### src/twe_cfg.svh
`ifndef TWE_CFG_SVH
`define TWE_CFG_SVH
// Register byte offsets
`define TWE_OFF_CTRL 4'h0
`define TWE_OFF_STAT 4'h4
`define TWE_OFF_DATA 4'h8
`define TWE_OFF_ADDR 4'hC
// Control register bit positions
`define TWE_B_AA 2
`define TWE_B_SI 3
`define TWE_B_STO 4
`define TWE_B_STA 5
`define TWE_B_ENA 6
`define TWE_CTRL_RST 5'h00
// Status codes
`define TWE_ST_NONE 8'hF8
`define TWE_ST_BERR 8'h00
`define TWE_ST_START 8'h08
`define TWE_ST_AW_ACK 8'h18
`define TWE_ST_AW_NAK 8'h20
`define TWE_ST_D_ACK 8'h28
`define TWE_ST_D_NAK 8'h30
`define TWE_ST_ARB 8'h38
`define TWE_ST_AR_ACK 8'h40
`define TWE_ST_AR_NAK 8'h48
`define TWE_ST_STX 8'hA8
`define TWE_ST_ARB_STX 8'hB0
`define TWE_ST_TX_ACK 8'hB8
`define TWE_ST_TX_NAK 8'hC0
`define TWE_ST_TX_LAST 8'hC8
// Timing: quarter of a serial clock period
`define TWE_CLK_NS 5
`define TWE_QTR_NS 2500
`define TWE_QTR_CYC ((`TWE_QTR_NS + `TWE_CLK_NS - 1) / `TWE_CLK_NS)
`endif

### src/twe_pkg.sv
package twe_pkg;
	typedef enum logic [3:0] {
		ST_IDLE, ST_SADDR, ST_SACK, ST_SHOLD, ST_STX, ST_SRACK,
		ST_MSTART, ST_MHOLD, ST_MBIT, ST_MSTOP, ST_XCLK
	} twe_state_t;
	typedef struct packed {
		logic ena;
		logic start_request_flag;
		logic stop_request_flag;
		logic si;
		logic aa;
	} twe_ctrl_t;
endpackage : twe_pkg

### src/twe_ctrl.sv
// Overview of operation
// Status reads F8H while interrupt flag clear
// Misplaced START/STOP gives bus error 00H
// Software recovers: set stop, clear flag
// Recovery clears stop only, not addressed
// Recovery releases lines, sends no STOP
// Own address with read enters slave transmit
// Lost arbitration then own read gives B0H
// Ack-enable cleared: last byte, C0H/C8H
// Afterwards ignore master, SDA released
// Ack-enable clear ignores own address
// Foreign repeated START: back off, no interrupt
// After their STOP send START, 08H
// Lost arbitration reported by dedicated codes
// Start request after loss retries when free
// Stop with start pending forces bus free
// Software uses forced access on hung bus
// SCL held low simply stalls transfers
// SDA low: extra clocks, retry every two
// SDA freed: START, 08H, continue alone
// Same recovery for forced or repeated START
// Bus error only as master or addressed
// Interrupt request follows the serial flag
`include "twe_cfg.svh"
`timescale 1ns/1ps
`default_nettype none
module twe_ctrl import twe_pkg::*; #(
	parameter int QTR_CYC = `TWE_QTR_CYC
) (
	input wire logic clock_i, // System clock
	input wire logic reset_i, // Synchronous reset
	input wire logic [3:0] avs_address_i, // Byte address
	input wire logic avs_read_i, // Read request
	input wire logic avs_write_i, // Write request
	input wire logic [31:0] avs_writedata_i, // Write data
	output logic [31:0] avs_readdata_o, // Read data
	output logic avs_waitrequest_o, // Wait request
	input wire logic scl_i, // Clock line level
	output logic scl_o, // Clock line drive value
	output logic scl_oe_o, // Clock line pulled low
	input wire logic sda_i, // Data line level
	output logic sda_o, // Data line drive value
	output logic sda_oe_o, // Data line pulled low
	output logic irq_o // Interrupt request
);
	twe_ctrl_t ctrl_reg;
	twe_state_t st_reg;
	logic [1:0] scl_sync_reg, sda_sync_reg;
	logic scl_d_reg, sda_d_reg, busy_reg, ack_reg;
	logic [15:0] qcnt_reg;
	logic [7:0] data_reg, own_reg, code_reg, sh_reg;
	logic [1:0] ph_reg;
	logic [3:0] bit_reg;
	logic scl_oe_reg, sda_oe_reg, si_set_reg, sto_done_reg;
	logic lost_reg, last_reg, aph_reg, xcnt_reg, nack_reg;
	logic scl_s, sda_s, scl_rise, scl_fall, start_det, stop_det, tick;
	logic wr_en, rd_acc, idle_sto, force_free, si_clear, addressed;
	logic [7:0] stat_val;

	// Line synchronisers and edge history
	always_ff @(posedge clock_i) begin
		if (reset_i) begin
			scl_sync_reg <= 2'h3;
			sda_sync_reg <= 2'h3;
			scl_d_reg <= 1'b1;
			sda_d_reg <= 1'b1;
		end else begin
			scl_sync_reg <= {scl_sync_reg[0], scl_i};
			sda_sync_reg <= {sda_sync_reg[0], sda_i};
			scl_d_reg <= scl_sync_reg[1];
			sda_d_reg <= sda_sync_reg[1];
		end
	end

	// Bus condition detection
	assign scl_s = scl_sync_reg[1];
	assign sda_s = sda_sync_reg[1];
	assign scl_rise = scl_s & ~scl_d_reg;
	assign scl_fall = ~scl_s & scl_d_reg;
	assign start_det = scl_s & scl_d_reg & sda_d_reg & ~sda_s;
	assign stop_det = scl_s & scl_d_reg & ~sda_d_reg & sda_s;

	// Bus busy tracking; a forced access frees it
	always_ff @(posedge clock_i) begin
		if (reset_i) begin
			busy_reg <= 1'b0;
		end else if (stop_det || force_free) begin
			busy_reg <= 1'b0;
		end else if (start_det) begin
			busy_reg <= 1'b1;
		end
	end

	// Quarter bit-time enable
	always_ff @(posedge clock_i) begin
		if (reset_i || qcnt_reg == 16'(QTR_CYC - 1)) begin
			qcnt_reg <= 16'h0000;
		end else begin
			qcnt_reg <= qcnt_reg + 16'h0001;
		end
	end
	assign tick = (qcnt_reg == 16'h0000);

	// Bus slave handshake: one wait cycle per access
	assign avs_waitrequest_o = (avs_read_i | avs_write_i) & ~ack_reg;
	assign wr_en = avs_write_i & ack_reg;
	assign rd_acc = avs_read_i & ~ack_reg;
	always_ff @(posedge clock_i) begin
		if (reset_i) begin
			ack_reg <= 1'b0;
		end else begin
			ack_reg <= (avs_read_i | avs_write_i) & ~ack_reg;
		end
	end

	// Status reads the idle code while the flag is clear
	assign stat_val = ctrl_reg.si ? code_reg : `TWE_ST_NONE;

	// Read data register
	always_ff @(posedge clock_i) begin
		if (reset_i) begin
			avs_readdata_o <= 32'h00000000;
		end else if (rd_acc) begin
			unique case (avs_address_i)
				`TWE_OFF_CTRL: avs_readdata_o <= {25'h0, ctrl_reg.ena, ctrl_reg.start_request_flag,
					ctrl_reg.stop_request_flag, ctrl_reg.si, ctrl_reg.aa, 2'h0};
				`TWE_OFF_STAT: avs_readdata_o <= {24'h0, stat_val};
				`TWE_OFF_DATA: avs_readdata_o <= {24'h0, data_reg};
				`TWE_OFF_ADDR: avs_readdata_o <= {24'h0, own_reg};
				default: avs_readdata_o <= 32'h00000000;
			endcase
		end
	end

	// Data and own address registers
	always_ff @(posedge clock_i) begin
		if (reset_i) begin
			data_reg <= 8'h00;
			own_reg <= 8'h00;
		end else if (wr_en && avs_address_i == `TWE_OFF_DATA) begin
			data_reg <= avs_writedata_i[7:0];
		end else if (wr_en && avs_address_i == `TWE_OFF_ADDR) begin
			own_reg <= avs_writedata_i[7:0];
		end
	end

	// Hardware stop clear and forced access; a slave still watching for its address counts as idle
	assign idle_sto = (st_reg == ST_IDLE || st_reg == ST_SADDR) & ctrl_reg.stop_request_flag & ~ctrl_reg.si &
		~si_set_reg;
	assign force_free = idle_sto & ctrl_reg.start_request_flag & busy_reg;
	assign si_clear = ~ctrl_reg.si & ~si_set_reg;

	// Control register; a hardware flag set beats a software clear
	always_ff @(posedge clock_i) begin
		if (reset_i) begin
			ctrl_reg <= `TWE_CTRL_RST;
		end else begin
			if (wr_en && avs_address_i == `TWE_OFF_CTRL) begin
				ctrl_reg.ena <= avs_writedata_i[`TWE_B_ENA];
				ctrl_reg.start_request_flag <= avs_writedata_i[`TWE_B_STA];
				ctrl_reg.stop_request_flag <= avs_writedata_i[`TWE_B_STO];
				ctrl_reg.si <= ctrl_reg.si & avs_writedata_i[`TWE_B_SI];
				ctrl_reg.aa <= avs_writedata_i[`TWE_B_AA];
			end
			if (idle_sto || sto_done_reg) begin
				ctrl_reg.stop_request_flag <= 1'b0;
			end
			if (si_set_reg) begin
				ctrl_reg.si <= 1'b1;
			end
		end
	end
	assign irq_o = ctrl_reg.si;

	// Master byte transfer or hold state, or addressed slave role
	assign addressed = st_reg inside {ST_SACK, ST_SHOLD, ST_STX, ST_SRACK, ST_MBIT, ST_MHOLD};

	// Main sequencer
	always_ff @(posedge clock_i) begin
		if (reset_i) begin
			st_reg <= ST_IDLE;
			ph_reg <= 2'h0;
			bit_reg <= 4'h0;
			sh_reg <= 8'h00;
			code_reg <= `TWE_ST_NONE;
			scl_oe_reg <= 1'b0;
			sda_oe_reg <= 1'b0;
			si_set_reg <= 1'b0;
			sto_done_reg <= 1'b0;
			lost_reg <= 1'b0;
			last_reg <= 1'b0;
			aph_reg <= 1'b0;
			xcnt_reg <= 1'b0;
			nack_reg <= 1'b0;
		end else begin
			si_set_reg <= 1'b0;
			sto_done_reg <= 1'b0;
			if (addressed && (start_det || stop_det)) begin
				st_reg <= ST_IDLE;
				scl_oe_reg <= 1'b0;
				sda_oe_reg <= 1'b0;
				code_reg <= `TWE_ST_BERR;
				si_set_reg <= 1'b1;
			end else begin
				unique case (st_reg)
					ST_IDLE: begin
						scl_oe_reg <= 1'b0;
						sda_oe_reg <= 1'b0;
						ph_reg <= 2'h0;
						xcnt_reg <= 1'b0;
						if (ctrl_reg.ena && start_det) begin
							st_reg <= ST_SADDR;
							bit_reg <= 4'h0;
							lost_reg <= 1'b0;
						end else if (ctrl_reg.ena && ctrl_reg.start_request_flag && si_clear &&
							!busy_reg && !ctrl_reg.stop_request_flag) begin
							st_reg <= sda_s ? ST_MSTART : ST_XCLK;
						end
					end
					ST_SADDR: begin
						if (stop_det || idle_sto) begin
							st_reg <= ST_IDLE;
						end else if (start_det) begin
							bit_reg <= 4'h0;
						end else if (scl_rise && bit_reg < 4'h8) begin
							sh_reg <= {sh_reg[6:0], sda_s};
							bit_reg <= bit_reg + 4'h1;
						end else if (scl_fall && bit_reg == 4'h8) begin
							if (ctrl_reg.aa && sh_reg[7:1] == own_reg[7:1] && sh_reg[0]) begin
								sda_oe_reg <= 1'b1;
								st_reg <= ST_SACK;
							end else begin
								st_reg <= ST_IDLE;
								if (lost_reg) begin
									code_reg <= `TWE_ST_ARB;
									si_set_reg <= 1'b1;
								end
							end
						end
					end
					ST_SACK: begin
						if (scl_fall) begin
							sda_oe_reg <= 1'b0;
							scl_oe_reg <= 1'b1;
							code_reg <= lost_reg ? `TWE_ST_ARB_STX : `TWE_ST_STX;
							si_set_reg <= 1'b1;
							st_reg <= ST_SHOLD;
						end
					end
					ST_SHOLD: begin
						scl_oe_reg <= 1'b1;
						if (si_clear) begin
							sh_reg <= data_reg;
							last_reg <= ~ctrl_reg.aa;
							bit_reg <= 4'h0;
							sda_oe_reg <= ~data_reg[7];
							st_reg <= ST_STX;
						end
					end
					ST_STX: begin
						if (scl_oe_reg && tick) begin
							scl_oe_reg <= 1'b0;
						end
						if (scl_fall) begin
							bit_reg <= bit_reg + 4'h1;
							sh_reg <= {sh_reg[6:0], 1'b1};
							sda_oe_reg <= (bit_reg == 4'h7) ? 1'b0 : ~sh_reg[6];
							if (bit_reg == 4'h7) begin
								st_reg <= ST_SRACK;
							end
						end
					end
					ST_SRACK: begin
						if (scl_rise) begin
							nack_reg <= sda_s;
						end else if (scl_fall) begin
							si_set_reg <= 1'b1;
							if (nack_reg) begin
								code_reg <= `TWE_ST_TX_NAK;
								st_reg <= ST_IDLE;
							end else if (last_reg) begin
								code_reg <= `TWE_ST_TX_LAST;
								st_reg <= ST_IDLE;
							end else begin
								code_reg <= `TWE_ST_TX_ACK;
								scl_oe_reg <= 1'b1;
								st_reg <= ST_SHOLD;
							end
						end
					end
					ST_MSTART: begin
						if (start_det && !sda_oe_reg) begin
							scl_oe_reg <= 1'b0;
							sda_oe_reg <= 1'b0;
							bit_reg <= 4'h0;
							lost_reg <= 1'b0;
							st_reg <= ST_SADDR;
						end else if (tick) begin
							unique case (ph_reg)
								2'h0: begin
									sda_oe_reg <= 1'b0;
									ph_reg <= 2'h1;
								end
								2'h1: begin
									scl_oe_reg <= 1'b0;
									ph_reg <= 2'h2;
								end
								2'h2: begin
									if (scl_s && sda_s) begin
										sda_oe_reg <= 1'b1;
										ph_reg <= 2'h3;
									end else if (scl_s) begin
										ph_reg <= 2'h0;
										xcnt_reg <= 1'b0;
										st_reg <= ST_XCLK;
									end
								end
								2'h3: begin
									scl_oe_reg <= 1'b1;
									code_reg <= `TWE_ST_START;
									si_set_reg <= 1'b1;
									aph_reg <= 1'b1;
									st_reg <= ST_MHOLD;
								end
							endcase
						end
					end
					ST_XCLK: begin
						if (tick) begin
							unique case (ph_reg)
								2'h0: begin
									scl_oe_reg <= 1'b1;
									ph_reg <= 2'h1;
								end
								2'h1: begin
									ph_reg <= 2'h2;
								end
								2'h2: begin
									scl_oe_reg <= 1'b0;
									ph_reg <= 2'h3;
								end
								2'h3: begin
									if (scl_s) begin
										xcnt_reg <= ~xcnt_reg;
										ph_reg <= xcnt_reg ? 2'h2 : 2'h0;
										if (xcnt_reg) begin
											st_reg <= ST_MSTART;
										end
									end
								end
							endcase
						end
					end
					ST_MHOLD: begin
						scl_oe_reg <= 1'b1;
						ph_reg <= 2'h0;
						if (si_clear) begin
							if (ctrl_reg.stop_request_flag) begin
								st_reg <= ST_MSTOP;
							end else if (ctrl_reg.start_request_flag) begin
								st_reg <= ST_MSTART;
							end else begin
								sh_reg <= data_reg;
								bit_reg <= 4'h0;
								st_reg <= ST_MBIT;
							end
						end
					end
					ST_MBIT: begin
						if (tick) begin
							unique case (ph_reg)
								2'h0: begin
									sda_oe_reg <= (bit_reg < 4'h8) & ~sh_reg[7];
									ph_reg <= 2'h1;
								end
								2'h1: begin
									scl_oe_reg <= 1'b0;
									ph_reg <= 2'h2;
								end
								2'h2: begin
									if (scl_s) begin
										ph_reg <= 2'h3;
										if (bit_reg == 4'h8) begin
											nack_reg <= sda_s;
										end else begin
											sh_reg <= {sh_reg[6:0], sda_s};
											if (!sda_oe_reg && !sda_s) begin
												sda_oe_reg <= 1'b0;
												bit_reg <= bit_reg + 4'h1;
												lost_reg <= aph_reg;
												st_reg <= aph_reg ? ST_SADDR : ST_IDLE;
												code_reg <= `TWE_ST_ARB;
												si_set_reg <= ~aph_reg;
											end
										end
									end
								end
								2'h3: begin
									scl_oe_reg <= 1'b1;
									ph_reg <= 2'h0;
									bit_reg <= bit_reg + 4'h1;
									if (bit_reg == 4'h8) begin
										si_set_reg <= 1'b1;
										aph_reg <= 1'b0;
										st_reg <= ST_MHOLD;
										if (aph_reg && sh_reg[0]) begin
											code_reg <= nack_reg ? `TWE_ST_AR_NAK : `TWE_ST_AR_ACK;
										end else if (aph_reg) begin
											code_reg <= nack_reg ? `TWE_ST_AW_NAK : `TWE_ST_AW_ACK;
										end else begin
											code_reg <= nack_reg ? `TWE_ST_D_NAK : `TWE_ST_D_ACK;
										end
									end
								end
							endcase
						end
					end
					ST_MSTOP: begin
						if (tick) begin
							unique case (ph_reg)
								2'h0: begin
									sda_oe_reg <= 1'b1;
									ph_reg <= 2'h1;
								end
								2'h1: begin
									scl_oe_reg <= 1'b0;
									ph_reg <= 2'h2;
								end
								2'h2: begin
									if (scl_s) begin
										sda_oe_reg <= 1'b0;
										ph_reg <= 2'h3;
									end
								end
								2'h3: begin
									sto_done_reg <= 1'b1;
									st_reg <= ST_IDLE;
								end
							endcase
						end
					end
				endcase
			end
		end
	end

	// Open-drain pins drive low only
	assign scl_o = 1'b0;
	assign sda_o = 1'b0;
	assign scl_oe_o = scl_oe_reg;
	assign sda_oe_o = sda_oe_reg;
endmodule : twe_ctrl
`default_nettype wire

### config.mk
export PLATFORM = sky130hd
export DESIGN_NAME = twe_ctrl
export DESIGN_NICKNAME = d
export VERILOG_FILES = /design/src/twe_pkg.sv /design/src/twe_ctrl.sv
export VERILOG_INCLUDE_DIRS = /design/src
export SDC_FILE = /design/constraint.sdc
export NUM_CORES = 1
export LEC_CHECK = 0
export BUFFER_PORTS_ARGS = -buffer_cell sky130_fd_sc_hd__buf_2
export CAP_MARGIN = 20
export CORE_MARGIN = 2
export CORE_UTILIZATION = 29
export DETAILED_ROUTE_END_ITERATION = 6
export PLACE_DENSITY = 0.56
export SETUP_SLACK_MARGIN = 0.4
export SLEW_MARGIN = 5
export SYNTH_ARGS = -nofsm -noshare
export SYNTH_HDL_FRONTEND = slang
export SYNTH_SLANG_ARGS = --single-unit
### constraint.sdc
create_clock -name clock_i -period 2.6 [get_ports clock_i]
set_input_delay 0.39 -clock clock_i [delete_from_list [all_inputs] [get_ports clock_i]]
set_output_delay 0.39 -clock clock_i [all_outputs]
set_load 0.05 [all_outputs]
==> flow_metrics.tcl, run 1 <==
set metrics [dict create \
    avgRoutedWirePerCell_um 17.0 \
    cts_buffers 9 \
    antenna_found_initial 0 \
    clk_pin_slew_ns 0.07 \
    nFillCells 1997 \
    nets 880 \
    path_delay_family "simple AND/OR/NAND/NOR gates" \
    hold_viol 0 \
    async_flop_share_pct 0 \
    cts_buffer_depth 2 \
    post_dp_cell_area_um2 6400 \
    cp.buffers_inverters 3 \
    power.switching_uw 2560 \
    io_buffers 29 \
    cp.arrival_ns 2.50 \
    hold_path.class "in2reg" \
    synth_edf_count 0 \
    multi_input_area_um2 3860 \
    power_frac_comb_pct 55.2 \
    final_cell_mix "buf_4 (110), nor2_1 (89), dfxtp_1 (71), nand2_1 (46), mux2i_1 (45)" \
    critPathRequiredTime_ns 2.84 \
    dr.pass1.iters 5 \
    tritoncts "yes" \
    clk_latency_ns 0.35 \
    ys_ff_latch 85 \
    powerDensity_nw_per_um2 834 \
    sw_frac_of_total_pct 40.6 \
    seqPwrFrac_pct 25.6 \
    fmax_mhz 441 \
    setup_viol 0 \
    clock_sinks 85 \
    cellInternalPower_uw 3740 \
    ant_nets 0 \
    power.leakage_uw 0.00305 \
    utilization_pct 38.9 \
    max_stage_delay_ns 0.49 \
    slew_violations 0 \
    viasPerCell 5.27 \
    initial_core_util_pct 29.4 \
    syn_area_um2 5700 \
    path_cells "buf_4 > or4b_4 > bufbuf_16 > buf_4 > nor2_1 > or4_1 > or3_4 > mux2i_1" \
    yosys.area.top_type "dfxtp_1" \
    ys_warn_count 0 \
    drive_above_1_share_pct 31.2 \
    tightest_slew_ns 0.657 \
    die_w_um 144 \
    critPathKind "reg2reg" \
    crit_fanout 6 \
    row_count 51 \
    cts_root_buf "clkbuf_16" \
    period_share_pct 87.1 \
    synth_ff_type "dfxtp_1" \
    grt_usage_pct 18.1 \
    largest_register_ff_count 16 \
    vias 5797 \
    clockPowerShare_pct 19.2 \
    first_iter_violations 518 \
    wl_um 18700 \
    h-tree-depth 3 \
    layout_commonest_cell "buf_4" \
    rsz0062_at_grt "true" \
    avgSynthCellArea_um2 8.00 \
    boundaryPins 80 \
    yosysUniqueCellTypes 81 \
    dieArea_um2 20800 \
    grt_pass1_wl_um 29000 \
    synth_top_area_share_pct 29.9 \
    grt_start_max_net_pins 46 \
    overflow 0 \
    postLayoutCellArea_um2 7550 \
    grt_pass1_vias 5318 \
    ir_drop_uv 380 \
    gp_congestion 0.986 \
    relSlewSlack_pct 56.1 \
    seq_area_um2 1730 \
    ys_seq_area_share_pct 29.9 \
    cp_slowest_cell "or4_1" \
    min_period_ns 2.27 \
    end_kind "register" \
    synthToLayoutAreaGrowth_pct 32.5 \
    synthTopCellsByArea "dfxtp_1 (30%), mux2i_1 (7.9%), nor2_1 (6.0%)" \
    place.detailed.hpwl_um 12800 \
    critical_path.most_common_cell "buf_4" \
    drc 0 \
    syn_inst 713 \
    core_um2 19400 \
    drv_cap 0 \
    worstSetupStartpointType "register" \
    finClkSkew_ns 0.0102 \
    setup-tns-final_ns 0 \
    die_h_um 144 \
    status "finished, final reports clean" \
    num_antenna_cells 0 \
]
-- worst paths after layout --
kind,start,end,slack (ns),cells past startpoint
hold reg to reg,sto_done_reg$_SDFF_PP0_,ctrl_reg[2]$_SDFFE_PP0P_,0.39,1
setup reg to reg,st_reg[2]$_SDFFE_PP0P_,st_reg[2]$_SDFFE_PP0P_,0.33,8
setup / recovery,st_reg[2]$_SDFFE_PP0P_,st_reg[2]$_SDFFE_PP0P_,0.33,8
hold / removal,scl_i,scl_sync_reg[0]$_SDFF_PP1_,0.23,2
-- area by class of cell --
cell class	count	share of cell area, %
Tap cell	265	4.39
Timing Repair Buffer	157	17.2
Clock inverter	7	0.646
Clock buffer	9	2.98
Multi-Input combinational cell	561	51.1
Sequential cell	85	22.9
Inverter	15	0.779
-- layer usage --
layer,vias up,global-route usage [%],share of wire (%)
li1,2774,-,-
met1,2728,24.4,44
met4,0,8.38,4.3
met2,234,27.9,45
met3,61,3.34,6.5
met5,-,0,0
-- cell families (layout without fill, tap and decap cells) --
family	count (synthesis)	after routing	synth area share, %
simple gates	287	287	27.1
compound gates	169	169	19.4
buf+inv	92	188	8.87
flops	85	85	29.9
mux	51	51	9.88
xor+xnor	19	19	2.92
fa+ha+maj	9	9	1.98
other cells	1	26	0.0658
-- power groups by stage --
stage | combinational (uW) | sequential [uW] | clock (uW)
after floorplan | 1810 | 1640 | 0
after global placement | 2570 | 1640 | 0
after detailed placement | 2580 | 1640 | 0
after CTS | 3210 | 1610 | 1250
after global routing | 3710 | 1640 | 1280
final | 3470 | 1610 | 1210
-- synth_stat cells (all sizes together) (9+ instances only) --
cell,n
a211oi,14
a21oi,43
buf,49
clkbuf,28
dfxtp,85
ha,9
inv,15
mux2i,45
nand2,46
nand2b,12
nand3,21
nand4,10
nor2,91
nor2b,11
nor3,15
o21ai,41
or2,11
or3,13
xor2,17
-- through the flow --
stage / worst slack, ns / power (uW) / hold slack, ns / instances
detailed placement: -0.0522 / 4220 / 0.383 / 1023
global placement: -0.0570 / 4210 / 0.377 / 1023
global route: 0.260 / 6630 / 0.224 / 1099
finish: 0.335 / 6300 / 0.225 / 1099
CTS: 0.356 / 6070 / 0.212 / 1088
floorplan: 0.403 / 3450 / 0.375 / 738
-- timing repair --
| item | CTS | global route |
|---|---|---|
| setup endpoints to repair | 28 | 27 |
| resized for setup | 62 | 31 |
| buffers inserted | 45 | 11 |
| hold buffers | 0 | 0 |
| gates cloned | 4 | 0 |
| pin swaps | 19 | 13 |
No activity file was read; power rests on OpenSTA's default activity.
==> run 2: changes to the inputs <==
--- a/config.mk
+++ b/config.mk
@@ -6,6 +6,7 @@
 export SDC_FILE = /design/constraint.sdc
 export NUM_CORES = 1
 export LEC_CHECK = 0
+export ABC_AREA = 1
 export BUFFER_PORTS_ARGS = -buffer_cell sky130_fd_sc_hd__buf_2
 export CAP_MARGIN = 20
 export CORE_MARGIN = 2
==> run 2 against run 1 <==
Compared with the run above:
- die area decreased by 1.4%
- core utilization decreased by 5.2 points
- first-iteration DRC count decreased by 6.8%
- combinational power decreased by 29%
- critical path depth increased by 6
- clock skew about the same
- hold slack improved by 0.0028 ns
- largest cell class unchanged
==> flow_metrics.tcl, run 2 <==
set metrics [dict create \
    rsz0062_at_grt "true" \
    viasPerCell 4.78 \
    synth_xor_area_share_pct 1.09 \
    synth.top_cells.by_count "nand2_1 (231), nor2_1 (133), inv_1 (98), dfxtp_1 (85), nand3_1 (73)" \
    finClkSkew_ns 0.0105 \
    h-tree-depth 3 \
    end_kind "register" \
    hold_viol 0 \
    status "finished, final reports clean" \
    die_h_um 143 \
    synth-simple-area-share_pct 39.7 \
    gp_congestion 0.980 \
    cts_root_buf "clkbuf_16" \
    synth_edf_count 0 \
    synth_ff_type "dfxtp_1" \
    place.detailed.hpwl_um 13800 \
    async_flop_share_pct 0 \
    synthAdderAreaFrac_pct 2.00 \
    initial_core_util_pct 29.8 \
    max_stage_delay_ns 0.40 \
    hold_path.class "in2reg" \
    avgSynthCellArea_um2 6.15 \
    cts_buffer_depth 2 \
    drc 0 \
    yosys.area.top_type "dfxtp_1" \
    fmax_mhz 481 \
    final_cell_mix "nand2_1 (231), nor2_1 (129), inv_1 (96), dfxtp_1 (80), nand3_1 (71)" \
    ys_warn_count 0 \
    critPathRequiredTime_ns 2.85 \
    yosysMostFrequentCell "nand2_1" \
    path_cells "nand2_1 > inv_1 > nand2_1 > inv_1 > nor2_1 > inv_1 > nand2_4 > inv_2 > nor2_2 > inv_1 > nor2_1 > nand2_1 > nand2_1 > nor2_1" \
    cts_buffers 9 \
    synth_top_area_share_pct 30.3 \
    clk_latency_ns 0.35 \
    tightest_slew_ns 0.630 \
    synth_compound_area_share_pct 14.6 \
    cp_slowest_cell "dfxtp_1" \
    syn_area_um2 5620 \
    setup_viol 0 \
    relSlewSlack_pct 57.6 \
    largest_register_ff_count 16 \
    synthTopCellsByArea "dfxtp_1 (30%), nand2_1 (15%), nor2_1 (8.9%)" \
    reg2reg_slack_ns 0.52 \
    wl_um 17800 \
    grt_start_max_net_pins 38 \
    die_w_um 143 \
    clock_sinks 85 \
    grt.met2_usage_pct 27.2 \
    grt_pass1_wl_um 28100 \
    holdWs_ns 0.228 \
    cp.buffers_inverters 5 \
    met1_usage_pct 24.9 \
    cp.arrival_ns 2.33 \
    period_share_pct 80.0 \
    core_um2 18800 \
    postCtsHoldBufs 0 \
    powerDensity_nw_per_um2 886 \
    muxShareOfSynthArea_pct 0 \
    ys_seq_area_share_pct 30.3 \
    ir_drop_uv 259 \
    drv_cap 0 \
    boundaryPins 80 \
    dr.pass1.iters 5 \
    gr-usage-met3_pct 2.98 \
    first_iter_violations 483 \
    slew_violations 0 \
    overflow 0 \
    critPathKind "reg2reg" \
    vias 5793 \
    min_period_ns 2.08 \
    tritoncts "yes" \
    layout_commonest_cell "nand2_1" \
    num_antenna_cells 0 \
    syn_inst 914 \
    synthToLayoutAreaGrowth_pct 13.1 \
    io_buffers 29 \
    power.leakage_uw 0.00285 \
    avgRoutedWirePerCell_um 14.7 \
    setup-tns-final_ns 0 \
    synth_top_family_by_area "simple AND/OR/NAND/NOR gates" \
    grt_pass1_vias 5216 \
    worstSetupStartpointType "register" \
    path_delay_family "simple AND/OR/NAND/NOR gates" \
    nets 998 \
    busiest_layer "met2" \
    row_count 50 \
    ys_ff_latch 85 \
    crit_fanout 8 \
    antenna_found_initial 0 \
    ant_nets 0 \
    clk_pin_slew_ns 0.07 \
    dieArea_um2 20500 \
    grt_usage_pct 17.7 \
    yosysUniqueCellTypes 40 \
    drive_above_1_share_pct 12.2 \
]
run 2: cell count changes in the layout (fill, tap and decap cells not counted), sizes merged, moves of 8 or more:
| cell | change |
|---|---|
| mux2i | -45 |
| xor2 | -14 |
| nand2b | -12 |
| o21ai | +20 |
| nor2b | -11 |
| or3 | -13 |
| a21oi | +20 |
| and3 | -8 |
| buf | -112 |
| a211oi | -14 |
| inv | +89 |
| nand3 | +52 |
| nor2 | +59 |
| nand2 | +198 |
run 2: layer usage:
metal	vias to the layer above	share of wire, %
met2	191	44
met4	0	2.2
met1	2588	47
met3	31	6.9
li1	2983	-
met5	-	0
run 2: what timing repair did:
action / 4_1_cts / 5_1_grt
pin swaps: 0 / 0
gates resized for setup: 1 / 16
buffers inserted: 0 / 2
endpoints found under the setup margin: 5 / 26
run 2: report_power, final:
group | switching, uW | leakage [uW] | internal [uW]
clock network | 601 | 0.000162 | 857
logic | 1700 | 0.00199 | 777
registers | 202 | 0.000694 | 1490
total | 2500 | 0.00285 | 3120
run 2: area by class of cell:
class,count,area (um2)
Sequential cell,85,1710
Timing Repair Buffer,42,243
Tap cell,260,325
Clock inverter,7,103
Inverter,104,394
Clock buffer,9,225
Fill cell,2069,12500
Multi-Input combinational cell,705,3360
run 2: kinds of logic (layout without fill, tap and decap cells):
group,Yosys count,in the layout
AOI/OAI and AO/OA,150,150
xor gates and xnor gates,7,7
adders and majority gates,9,9
buffers and inverters,149,162
DFF,85,85
other,1,26
and+or+nand+nor,513,513
run 2: worst paths after layout:
path                                                  from                         end  cells after the start
worst max-delay path            sda_sync_reg[1]$_SDFF_PP1_       xcnt_reg$_SDFFE_PP0P_                     14
worst min-delay path                                 scl_i  scl_sync_reg[0]$_SDFF_PP1_                      2
worst max register to register  sda_sync_reg[1]$_SDFF_PP1_       xcnt_reg$_SDFFE_PP0P_                     14
worst min register to register     sto_done_reg$_SDFF_PP0_    ctrl_reg[2]$_SDFFE_PP0P_                      1
run 2: stage by stage:
step           instance area [um2]  worst slack [ns]  cells  utilization (%)  power, uW
4_1_cts                       6290             0.436   1210             33.4       5580
3_5_place_dp                  5960             0.394   1194             31.7       4090
6_report                      6350             0.519   1212             33.7       5630
2_1_floorplan                 5710             0.698    939                -       3520
5_1_grt                       6350             0.362   1212             33.7       6040
3_3_place_gp                  5960             0.366   1194             31.7       4120
==> run 3: changes to the inputs <==
--- a/config.mk
+++ b/config.mk
@@ -6,7 +6,7 @@
 export SDC_FILE = /design/constraint.sdc
 export NUM_CORES = 1
 export LEC_CHECK = 0
-export ABC_AREA = 1
+export ABC_AREA = 0
 export BUFFER_PORTS_ARGS = -buffer_cell sky130_fd_sc_hd__buf_2
 export CAP_MARGIN = 20
 export CORE_MARGIN = 2
==> constraint.sdc (replaced) <==
create_clock -name clock_i -period 2.1 [get_ports clock_i]
set_input_delay 0.315 -clock clock_i [delete_from_list [all_inputs] [get_ports clock_i]]
set_output_delay 0.315 -clock clock_i [all_outputs]
set_load 0.05 [all_outputs]
==> run 3 against run 2 <==
Compared with the run above:
- the flow now finishes with violations (negative setup slack)
- combinational power up 89%
- clock-buffer cell count grew 3
- final cell count shrank 6.0%
- cell area grew 30%
- maximum frequency shrank 9.7%
- clock skew grew 0.0031 ns
- critical path type unchanged
- critical endpoint is now code_reg[7]$_SDFFE_PP1P_
==> flow_metrics.tcl, run 3 (synthesis results as in run 1) <==
set metrics [dict create \
    grt_usage_pct 18.1 \
    dieArea_um2 20800 \
    cp.arrival_ns 2.53 \
    grt_pass1_wl_um 29100 \
    path_delay_family "compound AO/OA/AOI/OAI gates" \
    violations "negative setup slack" \
    clock_sinks 85 \
    antenna_found_initial 0 \
    end_kind "register" \
    clockPowerShare_pct 21.1 \
    holdWs_ns 0.155 \
    core_um2 19400 \
    finClkSkew_ns 0.0136 \
    hold_viol 0 \
    io_buffers 29 \
    synthToLayoutAreaGrowth_pct 45.1 \
    dr.pass1.iters 5 \
    boundaryPins 80 \
    drc 0 \
    cp.buffers_inverters 2 \
    powerDensity_nw_per_um2 1030 \
    final_cell_mix "buf_4 (137), nor2_1 (87), dfxtp_1 (66), mux2i_1 (45), nand2_1 (42)" \
    first_iter_violations 545 \
    drive_above_1_share_pct 38.4 \
    post_dp_cell_area_um2 7080 \
    period_share_pct 110 \
    cts_buffers 9 \
    gr-usage-met3_pct 3.71 \
    sw_frac_of_total_pct 38.7 \
    ir_drop_uv 397 \
    hold_path.class "in2reg" \
    max_stage_delay_ns 0.50 \
    cts_buffer_depth 2 \
    clk_pin_slew_ns 0.07 \
    die_w_um 144 \
    slew_violations 0 \
    viasPerCell 5.20 \
    initial_core_util_pct 29.4 \
    pre_cts_slack_ns -0.196 \
    busiest_layer "met2" \
    cp_slowest_cell "a2111o_1" \
    vias 5924 \
    critPathRequiredTime_ns 2.33 \
    clk_latency_ns 0.35 \
    num_antenna_cells 0 \
    crit_fanout 10 \
    grt_pass1_vias 5432 \
    wl_um 18900 \
    place.detailed.hpwl_um 13600 \
    die_h_um 144 \
    fmax_mhz 434 \
    h-tree-depth 3 \
    cts_root_buf "clkbuf_16" \
    power.switching_uw 3300 \
    tritoncts "yes" \
    met1_usage_pct 24.4 \
    setup_ws_ns -0.203 \
    p_total_uw 8530 \
    layout_commonest_cell "buf_4" \
    critPathKind "reg2reg" \
    grt_start_max_net_pins 63 \
    power_frac_comb_pct 54.9 \
    min_period_ns 2.30 \
    worstSetupStartpointType "register" \
    avgRoutedWirePerCell_um 16.6 \
    gp_congestion 0.962 \
    status "finished, violations left" \
    ant_nets 0 \
    drv_cap 0 \
    largest_register_ff_count 16 \
    rsz0062_at_grt "true" \
    setup_viol 24 \
    postCtsHoldBufs 0 \
    cellInternalPower_uw 5230 \
    power.leakage_uw 0.00339 \
    seqPwrFrac_pct 23.9 \
    grt.met2_usage_pct 28.5 \
    critical_path.most_common_cell "buf_12" \
    postLayoutCellArea_um2 8270 \
    overflow 0 \
    nets 920 \
    path_cells "buf_12 > or3b_4 > o21bai_1 > a21oi_1 > nand4_1 > a2111o_1 > buf_12 > mux2i_1" \
    row_count 51 \
]
## run 3: cell types whose count changed in the layout (fill, tap and decap cells not counted), moves of 10 or more
cell / before / now
dfxtp_1: 80 / 66
o21ai_0: 59 / 30
a21oi_1: 62 / 35
buf_4: 13 / 137
nor2_1: 129 / 87
xor2_1: 3 / 17
mux2i_1: 0 / 45
nand2_1: 231 / 42
inv_1: 96 / 12
nor3_1: 18 / 8
buf_6: 0 / 17
nor2_2: 14 / 2
nand3_1: 71 / 21
## run 3: cell type report
| class | count | area (um2) |
|---|---|---|
| tap | 265 | 332 |
| timing repair buffer | 197 | 1660 |
| inverter | 15 | 58.8 |
| sequential | 85 | 1750 |
| multi-input combinational | 561 | 4140 |
| clock buffer | 12 | 258 |
| fill | 1940 | 11100 |
| clock inverter | 4 | 77.6 |
## run 3: worst reg2reg max path, stage by stage (launching register included)
cell and delay (ns):
dfxtp_4 0.38, buf_12 0.14, or3b_4 0.38, o21bai_1 0.16, a21oi_1 0.16, nand4_1 0.18
a2111o_1 0.50, buf_12 0.16, mux2i_1 0.11
## run 3: worst paths after layout
check                                        startpoint                    endpoint  slack (ns)  depth (start not counted)
worst max register to register   st_reg[3]$_SDFFE_PP0P_    code_reg[7]$_SDFFE_PP1P_       -0.20                          8
worst max-delay path             st_reg[3]$_SDFFE_PP0P_    code_reg[7]$_SDFFE_PP1P_       -0.20                          8
worst min register to register  sto_done_reg$_SDFF_PP0_    ctrl_reg[2]$_SDFFE_PP0P_        0.40                          1
worst min-delay path                              scl_i  scl_sync_reg[0]$_SDFF_PP1_        0.16                          2
## run 3: through the flow
step / instances / setup TNS [ns] / util, %
floorplan: 738 / 0 / -
global placement: 1089 / -2.76 / 36.5
detailed placement: 1089 / -2.77 / 36.5
CTS: 1127 / -1.77 / 40.8
global route: 1139 / -4.73 / 42.6
finish: 1139 / -3.06 / 42.6
## run 3: metal layers
layer	vias to the layer above	part of all wire (%)
li1	2855	-
met1	2817	44
met2	204	46
met3	48	6.1
met4	0	3.1
met5	-	0
## run 3: power by group through the flow
stage | Combinational [uW] | Sequential (uW) | Clock [uW]
5_1_grt | 4990 | 2060 | 1920
3_3_place_gp | 3650 | 2030 | 0
2_1_floorplan | 2380 | 2060 | 0
3_5_place_dp | 3650 | 2040 | 0
4_1_cts | 4240 | 2030 | 1850
6_report | 4690 | 2040 | 1800
## run 3: what timing repair did
item,in CTS,in global routing
gates cloned,2,1
pin swaps,13,18
setup endpoints to repair,37,48
endpoints found under the hold margin,0,0
resized for setup,69,62
setup buffers,20,11
